**src/embm_pkg.sv**
```systemverilog
// Purpose: Shared types and constants of the external memory bus master.
// Assumes: One ref_clk cycle is one instruction-clock phase.
// Notes:   Pin levels are named so that the logic never shows a bare 1 or 0.
package embm_pkg;

    localparam int ADDR_W = 16;
    localparam int DATA_W = 16;
    localparam int WAIT_W = 4;

    // Peripheral window in data space
    localparam logic [ADDR_W-1:0] PERIPH_FIRST = 16'hff00;
    localparam logic [ADDR_W-1:0] PERIPH_LAST  = 16'hff7f;

    localparam logic [ADDR_W-1:0] ADDR_RESET = 16'h0000;
    localparam logic [DATA_W-1:0] DATA_RESET = 16'h0000;
    localparam logic [WAIT_W-1:0] WAIT_NONE  = 4'h0;
    localparam logic [WAIT_W-1:0] WAIT_STEP  = 4'h1;

    localparam logic LVL_ASSERT    = 1'b0;
    localparam logic LVL_DEASSERT  = 1'b1;
    localparam logic SPACE_PROGRAM = 1'b1;
    localparam logic SPACE_DATA    = 1'b0;
    localparam logic RW_READ       = 1'b1;
    localparam logic RW_WRITE      = 1'b0;
    localparam logic OE_ON         = 1'b0;
    localparam logic OE_OFF        = 1'b1;
    localparam logic FLAG_SET      = 1'b1;
    localparam logic FLAG_CLR      = 1'b0;

    localparam logic [1:0] PHASE_STEP = 2'h1;

    typedef enum logic [1:0] {
        PHASE_ZERO,
        PHASE_ONE,
        PHASE_TWO,
        PHASE_THREE
    } embm_phase_t;

    typedef enum logic {
        ST_IDLE,
        ST_ACCESS
    } embm_state_t;

    // One access request from the core
    typedef struct packed {
        logic              write;         // 1 write, 0 read
        logic              program_space; // 1 program, 0 data
        logic [ADDR_W-1:0] addr;
        logic [DATA_W-1:0] wdata;
    } embm_req_t;

    // Everything that leaves the chip on the bus pins
    typedef struct packed {
        logic [ADDR_W-1:0] address_lines;
        logic              space_select;
        logic              peripheral_window_select_n;
        logic              external_access_strobe_n;
        logic              read_strobe_n;
        logic              write_strobe_n;
        logic              read_write;
        logic              ctl_oe_n;      // Address, selects, rw and strobes
        logic [DATA_W-1:0] data_lines_out;
        logic              data_oe_n;
    } embm_pins_t;

    typedef struct packed {
        embm_phase_t phase;
    } embm_phase_st_t;

    typedef struct packed {
        embm_state_t       state;
        logic              wait_half;
        logic [WAIT_W-1:0] wait_cnt;
        logic              write;
        logic              cap_pend;
        logic              ack_s1;
        logic              ack_s2;
        logic              gnt_s1;
        logic              gnt_s2;
        logic [DATA_W-1:0] din_s1;
        logic [DATA_W-1:0] din_s2;
        embm_pins_t        pins;
        logic              req_taken;
        logic              rd_valid;
        logic [DATA_W-1:0] rd_data;
        logic              access_done;
    } embm_core_st_t;

endpackage

```
**src/embm_bus_master.sv**
```systemverilog
// Purpose: Master end of the external memory and peripheral bus.
// Assumes: Bus pins are synchronised in two stages; core side is on ref_clk.
// Notes:   Pin inputs reach the logic two cycles late, which shifts
//          acknowledge and read data by that much relative to the pins.
//
// How it works
// - Four phases pace every bus event
// - Address lines update entering phase zero
// - Idle cycles keep address lines unchanged
// - Read data taken at end of phase two
// - Write drivers on phase two, off phase zero
// - Data lines float without an access
// - Access strobe low during each access
// - Access strobe high under grant or reset
// - Space select high program, low data
// - Idle cycle drives space select high
// - Window select low for FF00 to FF7F data
// - Window select high for everything else
// - Window select changes only at phase zero
// - Write strobe low in phase one
// - Write strobe rises in phase three
// - Write strobe floats when not bus master
// - Read strobe low in phases one and two
// - Read/write line set at phase zero
// - Cycle ends two phases after acknowledge
// - Waits are larger of config and acknowledge
`timescale 1ns/100ps
module embm_bus_master (
    input  wire logic                              ref_clk,        // 100 MHz clock
    input  wire logic                              rst_n,          // Async reset, active low
    input  wire logic                              clk_en,         // Freezes all state when low
    input  wire logic                              req_valid,      // Core wants an access
    input  wire embm_pkg::embm_req_t               req,            // Access request
    input  wire logic [embm_pkg::WAIT_W-1:0]       bus_wait_cfg,   // Programmed wait states
    input  wire logic                              transfer_ack_n, // Pin, low ends the cycle
    input  wire logic                              bus_grant,      // Pin, bus given away
    input  wire logic [embm_pkg::DATA_W-1:0]       data_lines_in,  // Pin, data bus input
    output logic                                   req_taken,      // Pulse, request accepted
    output logic                                   rd_valid,       // Pulse, rd_data is new
    output logic [embm_pkg::DATA_W-1:0]            rd_data,        // Last read data
    output logic                                   access_done,    // Pulse, access finished
    output embm_pkg::embm_phase_t                  instr_phase,    // Current phase
    output embm_pkg::embm_pins_t                   bus_pins        // All bus pin drivers
);

    embm_pkg::embm_core_st_t q;
    embm_pkg::embm_core_st_t d;
    embm_pkg::embm_phase_t   phase;
    logic                    hold;

    // Peripheral window lives in data space only
    function automatic logic in_periph_window(input logic                        prog,
                                              input logic [embm_pkg::ADDR_W-1:0] addr);
        in_periph_window = (prog == embm_pkg::SPACE_DATA) &&
                           (addr >= embm_pkg::PERIPH_FIRST) &&
                           (addr <= embm_pkg::PERIPH_LAST);
    endfunction

    embm_phase_gen u_phase (
        .ref_clk (ref_clk),
        .rst_n   (rst_n),
        .clk_en  (clk_en),
        .hold    (hold),
        .phase_q (phase)
    );

    always_comb begin
        d             = q;
        hold          = 1'b0;
        d.req_taken   = embm_pkg::FLAG_CLR;
        d.rd_valid    = embm_pkg::FLAG_CLR;
        d.access_done = embm_pkg::FLAG_CLR;

        // Two-stage synchronisers for every pin input
        d.ack_s1 = transfer_ack_n;
        d.ack_s2 = q.ack_s1;
        d.gnt_s1 = bus_grant;
        d.gnt_s2 = q.gnt_s1;
        d.din_s1 = data_lines_in;
        d.din_s2 = q.din_s1;

        // Wait states: each one repeats phase one for two phases. The
        // acknowledge is looked at again after every wait, so the longer
        // of the two sources wins.
        if (q.state == embm_pkg::ST_ACCESS && phase == embm_pkg::PHASE_ONE) begin
            if (q.wait_half) begin
                hold        = 1'b1;
                d.wait_half = embm_pkg::FLAG_CLR;
                if (q.wait_cnt != embm_pkg::WAIT_NONE) begin
                    d.wait_cnt = q.wait_cnt - embm_pkg::WAIT_STEP;
                end
            end else if (q.wait_cnt != embm_pkg::WAIT_NONE ||
                         q.ack_s2 == embm_pkg::LVL_DEASSERT) begin
                hold        = 1'b1;
                d.wait_half = embm_pkg::FLAG_SET;
            end
        end

        // Pin value at the trailing edge of phase two reaches din_s2 one
        // edge later; it is taken here rather than lost to the sync delay.
        if (q.cap_pend) begin
            d.cap_pend = embm_pkg::FLAG_CLR;
            d.rd_data  = q.din_s2;
            d.rd_valid = embm_pkg::FLAG_SET;
        end

        // Everything below happens on the edge that leaves the phase
        if (!hold) begin
            case (phase)
                embm_pkg::PHASE_THREE: begin
                    // Entering phase zero: drivers off, next cycle decided
                    d.pins.data_oe_n = embm_pkg::OE_OFF;
                    if (q.state == embm_pkg::ST_ACCESS) begin
                        d.access_done = embm_pkg::FLAG_SET;
                        d.cap_pend    = !q.write;
                    end
                    if (q.gnt_s2 == embm_pkg::FLAG_CLR && req_valid) begin
                        d.state                          = embm_pkg::ST_ACCESS;
                        d.write                          = req.write;
                        d.wait_cnt                       = bus_wait_cfg;
                        d.wait_half                      = embm_pkg::FLAG_CLR;
                        d.req_taken                      = embm_pkg::FLAG_SET;
                        d.pins.address_lines             = req.addr;
                        d.pins.space_select              = req.program_space;
                        d.pins.peripheral_window_select_n =
                            in_periph_window(req.program_space, req.addr) ?
                            embm_pkg::LVL_ASSERT : embm_pkg::LVL_DEASSERT;
                        d.pins.read_write                = req.write ?
                            embm_pkg::RW_WRITE : embm_pkg::RW_READ;
                        d.pins.external_access_strobe_n  = embm_pkg::LVL_ASSERT;
                        d.pins.ctl_oe_n                  = embm_pkg::OE_ON;
                        d.pins.data_lines_out            = req.wdata;
                    end else begin
                        // Address is left alone on purpose to save toggling
                        d.state                          = embm_pkg::ST_IDLE;
                        d.pins.space_select              = embm_pkg::SPACE_PROGRAM;
                        d.pins.peripheral_window_select_n = embm_pkg::LVL_DEASSERT;
                        d.pins.read_write                = embm_pkg::RW_READ;
                        d.pins.external_access_strobe_n  = embm_pkg::LVL_DEASSERT;
                        d.pins.ctl_oe_n                  = q.gnt_s2 ?
                            embm_pkg::OE_OFF : embm_pkg::OE_ON;
                    end
                end
                embm_pkg::PHASE_ZERO: begin
                    // Entering phase one: the strobe of the access goes low
                    if (q.state == embm_pkg::ST_ACCESS) begin
                        if (q.write) begin
                            d.pins.write_strobe_n = embm_pkg::LVL_ASSERT;
                        end else begin
                            d.pins.read_strobe_n  = embm_pkg::LVL_ASSERT;
                        end
                    end
                end
                embm_pkg::PHASE_ONE: begin
                    // Entering phase two: write data onto the pins
                    if (q.state == embm_pkg::ST_ACCESS && q.write) begin
                        d.pins.data_oe_n = embm_pkg::OE_ON;
                    end
                end
                embm_pkg::PHASE_TWO: begin
                    // Entering phase three: memory latches on this rise
                    d.pins.write_strobe_n = embm_pkg::LVL_DEASSERT;
                    d.pins.read_strobe_n  = embm_pkg::LVL_DEASSERT;
                end
                default: begin
                    d.pins.data_oe_n = embm_pkg::OE_OFF;
                end
            endcase
        end
    end

    always_ff @(posedge ref_clk or negedge rst_n) begin
        if (!rst_n) begin
            q.state                           <= embm_pkg::ST_IDLE;
            q.wait_half                       <= embm_pkg::FLAG_CLR;
            q.wait_cnt                        <= embm_pkg::WAIT_NONE;
            q.write                           <= embm_pkg::FLAG_CLR;
            q.cap_pend                        <= embm_pkg::FLAG_CLR;
            q.ack_s1                          <= embm_pkg::LVL_DEASSERT;
            q.ack_s2                          <= embm_pkg::LVL_DEASSERT;
            q.gnt_s1                          <= embm_pkg::FLAG_CLR;
            q.gnt_s2                          <= embm_pkg::FLAG_CLR;
            q.din_s1                          <= embm_pkg::DATA_RESET;
            q.din_s2                          <= embm_pkg::DATA_RESET;
            q.pins.address_lines              <= embm_pkg::ADDR_RESET;
            q.pins.space_select               <= embm_pkg::SPACE_PROGRAM;
            q.pins.peripheral_window_select_n <= embm_pkg::LVL_DEASSERT;
            q.pins.external_access_strobe_n   <= embm_pkg::LVL_DEASSERT;
            q.pins.read_strobe_n              <= embm_pkg::LVL_DEASSERT;
            q.pins.write_strobe_n             <= embm_pkg::LVL_DEASSERT;
            q.pins.read_write                 <= embm_pkg::RW_READ;
            q.pins.ctl_oe_n                   <= embm_pkg::OE_OFF;
            q.pins.data_lines_out             <= embm_pkg::DATA_RESET;
            q.pins.data_oe_n                  <= embm_pkg::OE_OFF;
            q.req_taken                       <= embm_pkg::FLAG_CLR;
            q.rd_valid                        <= embm_pkg::FLAG_CLR;
            q.rd_data                         <= embm_pkg::DATA_RESET;
            q.access_done                     <= embm_pkg::FLAG_CLR;
        end else if (clk_en) begin
            q <= d;
        end
    end

    assign req_taken   = q.req_taken;
    assign rd_valid    = q.rd_valid;
    assign rd_data     = q.rd_data;
    assign access_done = q.access_done;
    assign instr_phase = phase;
    assign bus_pins    = q.pins;

    logic [3:0] access_len;
    always_ff @(posedge ref_clk or negedge rst_n) begin
        if (!rst_n) begin
            access_len <= 4'h0;
        end else if (clk_en) begin
            if (d.req_taken) begin
                access_len <= 4'h1;
            end else if (q.state == embm_pkg::ST_ACCESS && access_len != 4'hf) begin
                access_len <= access_len + 4'h1;
            end
        end
    end
endmodule

```
**src/embm_phase_gen.sv**
```systemverilog
// Purpose: Four-phase instruction clock counter.
// Assumes: hold is only raised by the bus master while in phase one.
// Notes:   A held phase one is how wait states stretch the bus cycle.
`timescale 1ns/100ps
module embm_phase_gen (
    input  wire logic                 ref_clk, // Core clock, one phase per cycle
    input  wire logic                 rst_n,   // Asynchronous reset, active low
    input  wire logic                 clk_en,  // Freezes the counter while low
    input  wire logic                 hold,    // Stay in phase one this cycle
    output embm_pkg::embm_phase_t     phase_q  // Current phase
);

    embm_pkg::embm_phase_st_t q;
    embm_pkg::embm_phase_st_t d;

    always_comb begin
        d = q;
        if (!(hold && q.phase == embm_pkg::PHASE_ONE)) begin
            d.phase = embm_pkg::embm_phase_t'(q.phase + embm_pkg::PHASE_STEP);
        end
    end

    always_ff @(posedge ref_clk or negedge rst_n) begin
        if (!rst_n) begin
            q.phase <= embm_pkg::PHASE_ZERO;
        end else if (clk_en) begin
            q <= d;
        end
    end

    assign phase_q = q.phase;

endmodule

```
**config.mk**
```make
export PLATFORM = sky130hd
export DESIGN_NAME = embm_bus_master
export DESIGN_NICKNAME = d
export VERILOG_FILES = /design/src/embm_pkg.sv /design/src/embm_bus_master.sv /design/src/embm_phase_gen.sv
export SDC_FILE = /design/constraint.sdc
export NUM_CORES = 1
export LEC_CHECK = 0
export ABC_AREA = 1
export CORE_MARGIN = 3
export CORE_UTILIZATION = 30
export CTS_CLUSTER_SIZE = 16
export DETAILED_ROUTE_END_ITERATION = 10
export DONT_BUFFER_PORTS = 1
export PLACE_DENSITY = 0.46
export REMOVE_ABC_BUFFERS = 1
export SETUP_SLACK_MARGIN = 0.1
export SLEW_MARGIN = 20
export SYNTH_ARGS = -nofsm -noshare
export SYNTH_HDL_FRONTEND = slang
export SYNTH_SLANG_ARGS = --single-unit
```
**constraint.sdc**
```tcl
create_clock -name ref_clk -period 3.7 [get_ports ref_clk]
set_input_delay 0.74 -clock ref_clk [delete_from_list [all_inputs] [get_ports ref_clk]]
set_output_delay 0.74 -clock ref_clk [all_outputs]
set_load 0.01 [all_outputs]
```
==> run metrics <==
average cell area after synthesis just under 9 µm²; I/O pins around 120; M1 WL between 4000 and 5000 µm; post-synthesis register bit count about 110; H-tree depth 3; layout cell share with drive strength beyond 1 just over 9%; initial antenna violation count 0; largest net degree at the start of global routing around 110; hold_buf cts 0; Ant. Diodes 0; global-route usage over all layers around 12%; PnR worst setup slack approximately 1.4 ns; Max Used Layer met4; ANT nets after route 0; Area Overhead vs Synth 0.231%; Worst Setup End Kind flip-flop; # DRC 0; nets around 560; Final Skew about 0.0063 ns; filler cell count 1640; routed vias/inst roughly 4.3; vias in the first global route about 3200; FMAX around 0.43 GHz; CP top delay family simple AND/OR/NAND/NOR gates; Placement Setup Slack about 1.3 ns; Post-DP Area around 4600 µm²; min cycle time layout between 2 and 2.5 ns; Slew headroom 30.0%; RSZ-0062 raised after global routing false; status finished, final reports clean; via count ~3000; CTS Root Cell clkbuf_16; Post-Syn Instances 562; worst hold path class in -> async; max-slew violations 0; Hold WS between 0.07 and 0.08 ns; CTS Buf Count 9; worst skew pair latency roughly 0.35 ns; flop2flop setup slack roughly 1.4 ns; Die Span Y approximately 130 µm; critical path peak fanout roughly 70; setup tns final 0 ns; first-pass iteration count of the detailed router 4; Period Utilization, post-route between 60% and 70%; Arr. time, crit path around 2.6 ns; CTS Sinks roughly 110; Final GP Congestion roughly 0.76; remaining global-route overflow 0; Finish-stage setup viols 0; DP HPWL around 6600 µm; clk buf depth 2; reg2reg end bus_pins[3]$_DFFE_PN0P_; first-pass GRT wire length between 15000 and 20000 µm; PortBufs 0; num rows between 40 and 50; clk slew on worst S/H paths approximately 0.080 ns; Crit path largest cell delay between 0.5 and 0.6 ns; Syn Std Cell Area between 4000 and 5000 µm²; core footprint roughly 16000 µm²; CP startpoint kind flip-flop; power density over the cells approximately 740 nW/µm²; worst path bufs/invs 2; DIE AREA roughly 18000 µm²; Worst R2R Path Depth 7; Iteration-0 DRC Markers 279; CTS tree built; WL met3 787 µm; Wirelength per Cell about 14 µm; Hold Vio Cnt, Final 0; worst slew pin tran between 1 and 1.5 ns; routed wl met2 ~4600 µm; count of cell types in the netlist 30; worst vdd ir 0.324 mV; reg2reg start u_phase.phase_q[1]$_DFFE_PN0P_; Synth warnings 0; Slowest cell on crit path nand3_4; Register Area 2640 µm²; register area share after synthesis 54.1%; CP cell instances inv_1 -> ha_1 -> nand2_1 -> inv_2 -> nand2_2 -> nand3_4 -> o21ai_0; DIE WIDTH 134 µm; Max Cap Violations 0; CP Class reg -> reg; Starting Density around a third; WP data required between 3 and 4 ns; DRT Wirelength 10100 µm; design area approximately 4900 µm²; leak pwr 2.46 nW; post-CTS setup buffer count 0; cts repair resizes 0; area occupied by multi-input gates about 1500 µm²
-- layout by cell type (no fill, tap or decap), drive strengths merged --
cell type and count:
nand2 182, dfrtp 95, o21ai 76, inv 69, nor2 19, nand3 18
dfstp 10, clkbuf 9, ha 5, nand3b 4, nand4 3, clkinvlp 3
a21oi 2, o2111ai 1, and2 1, o22ai 1, xor2 1, or2 1
clkinv 1
-- cells by family after synthesis --
kind of cell | Yosys count | share of synthesized area, %
buf+inv | 143 | 16.1
compound gates | 80 | 9.07
xor+xnor | 1 | 0.179
flops | 105 | 54.1
fa+ha+maj | 5 | 1.28
simple gates | 228 | 19.2
-- worst max path at each step --
stage,startpoint,end,slack (ns),cells after the start
finish,u_phase.phase_q[1]$_DFFE_PN0P_,bus_pins[3]$_DFFE_PN0P_,1.36,7
global route,u_phase.phase_q[1]$_DFFE_PN0P_,bus_pins[33]$_DFFE_PN0P_,1.03,7
CTS,u_phase.phase_q[1]$_DFFE_PN0P_,bus_pins[36]$_DFFE_PN0P_,1.30,7
detailed placement,u_phase.phase_q[1]$_DFFE_PN0P_,bus_pins[6]$_DFFE_PN0P_,1.30,7
global placement,u_phase.phase_q[1]$_DFFE_PN0P_,bus_pins[5]$_DFFE_PN0P_,1.45,7
floorplan,u_phase.phase_q[1]$_DFFE_PN0P_,bus_pins[24]$_DFFE_PN0P_,1.82,8
-- per-stage QoR --
stage / utilization (%) / std cells / power, mW
after floorplan: - / 485 / 2.48
after global placement: 29.6 / 696 / 2.67
after detailed placement: 29.6 / 696 / 2.71
after CTS: 31.5 / 712 / 3.67
after global routing: 31.5 / 712 / 3.89
final: 31.5 / 712 / 3.60
-- worst register-to-register path, cell delays in order, from the launching register on --
cell	delay, ns
dfrtp_1	0.45
inv_1	0.11
ha_1	0.23
nand2_1	0.15
inv_2	0.08
nand2_2	0.23
nand3_4	0.56
o21ai_0	0.44
-- state kept, by name (all words and copies together) (netlist names) --
register         cells
access_done          1
bus_pins            40
d                   18
q                   26
rd_data             16
rd_valid             1
req_taken            1
u_phase.phase_q      2
-- power breakdown --
group / internal [mW] / leakage (nW) / switching, mW
logic: 0.268 / 1.03 / 0.404
clock network: 0.470 / 0.132 / 0.470
registers: 1.55 / 1.30 / 0.437
total: 2.29 / 2.46 / 1.31
-- synthesized netlist by cell type, drive strengths merged --
cell type	number	area share, %
buf	69	10
nand3	18	2.2
a21oi	2	0.21
xor2	1	0.18
or2	1	0.13
nor2	19	1.7
dfstp	10	5.4
ha	5	1.3
clkbuf	8	0.64
nand4	3	0.38
and2	1	0.13
o21ai	76	8.6
nand2	182	14
nand3b	4	0.62
dfrtp	95	49
o22ai	1	0.13
o2111ai	1	0.18
inv	66	5.1
-- layer usage --
| metal | global-route usage (%) | vias to the layer above |
|---|---|---|
| li1 | - | 1550 |
| met1 | 15.4 | 1430 |
| met2 | 18.7 | 88 |
| met3 | 4.42 | 13 |
| met4 | 5.54 | 0 |
| met5 | 0 | - |
-- final cells by class --
| class | count | share of cell area, % |
|---|---|---|
| Clock inverter | 7 | 1.28 |
| Inverter | 66 | 5.06 |
| Clock buffer | 9 | 4.60 |
| Sequential cell | 105 | 54.0 |
| Multi-Input combinational cell | 314 | 29.7 |
| Tap cell | 211 | 5.40 |
Note: power is estimated with default switching activity, not from simulation.
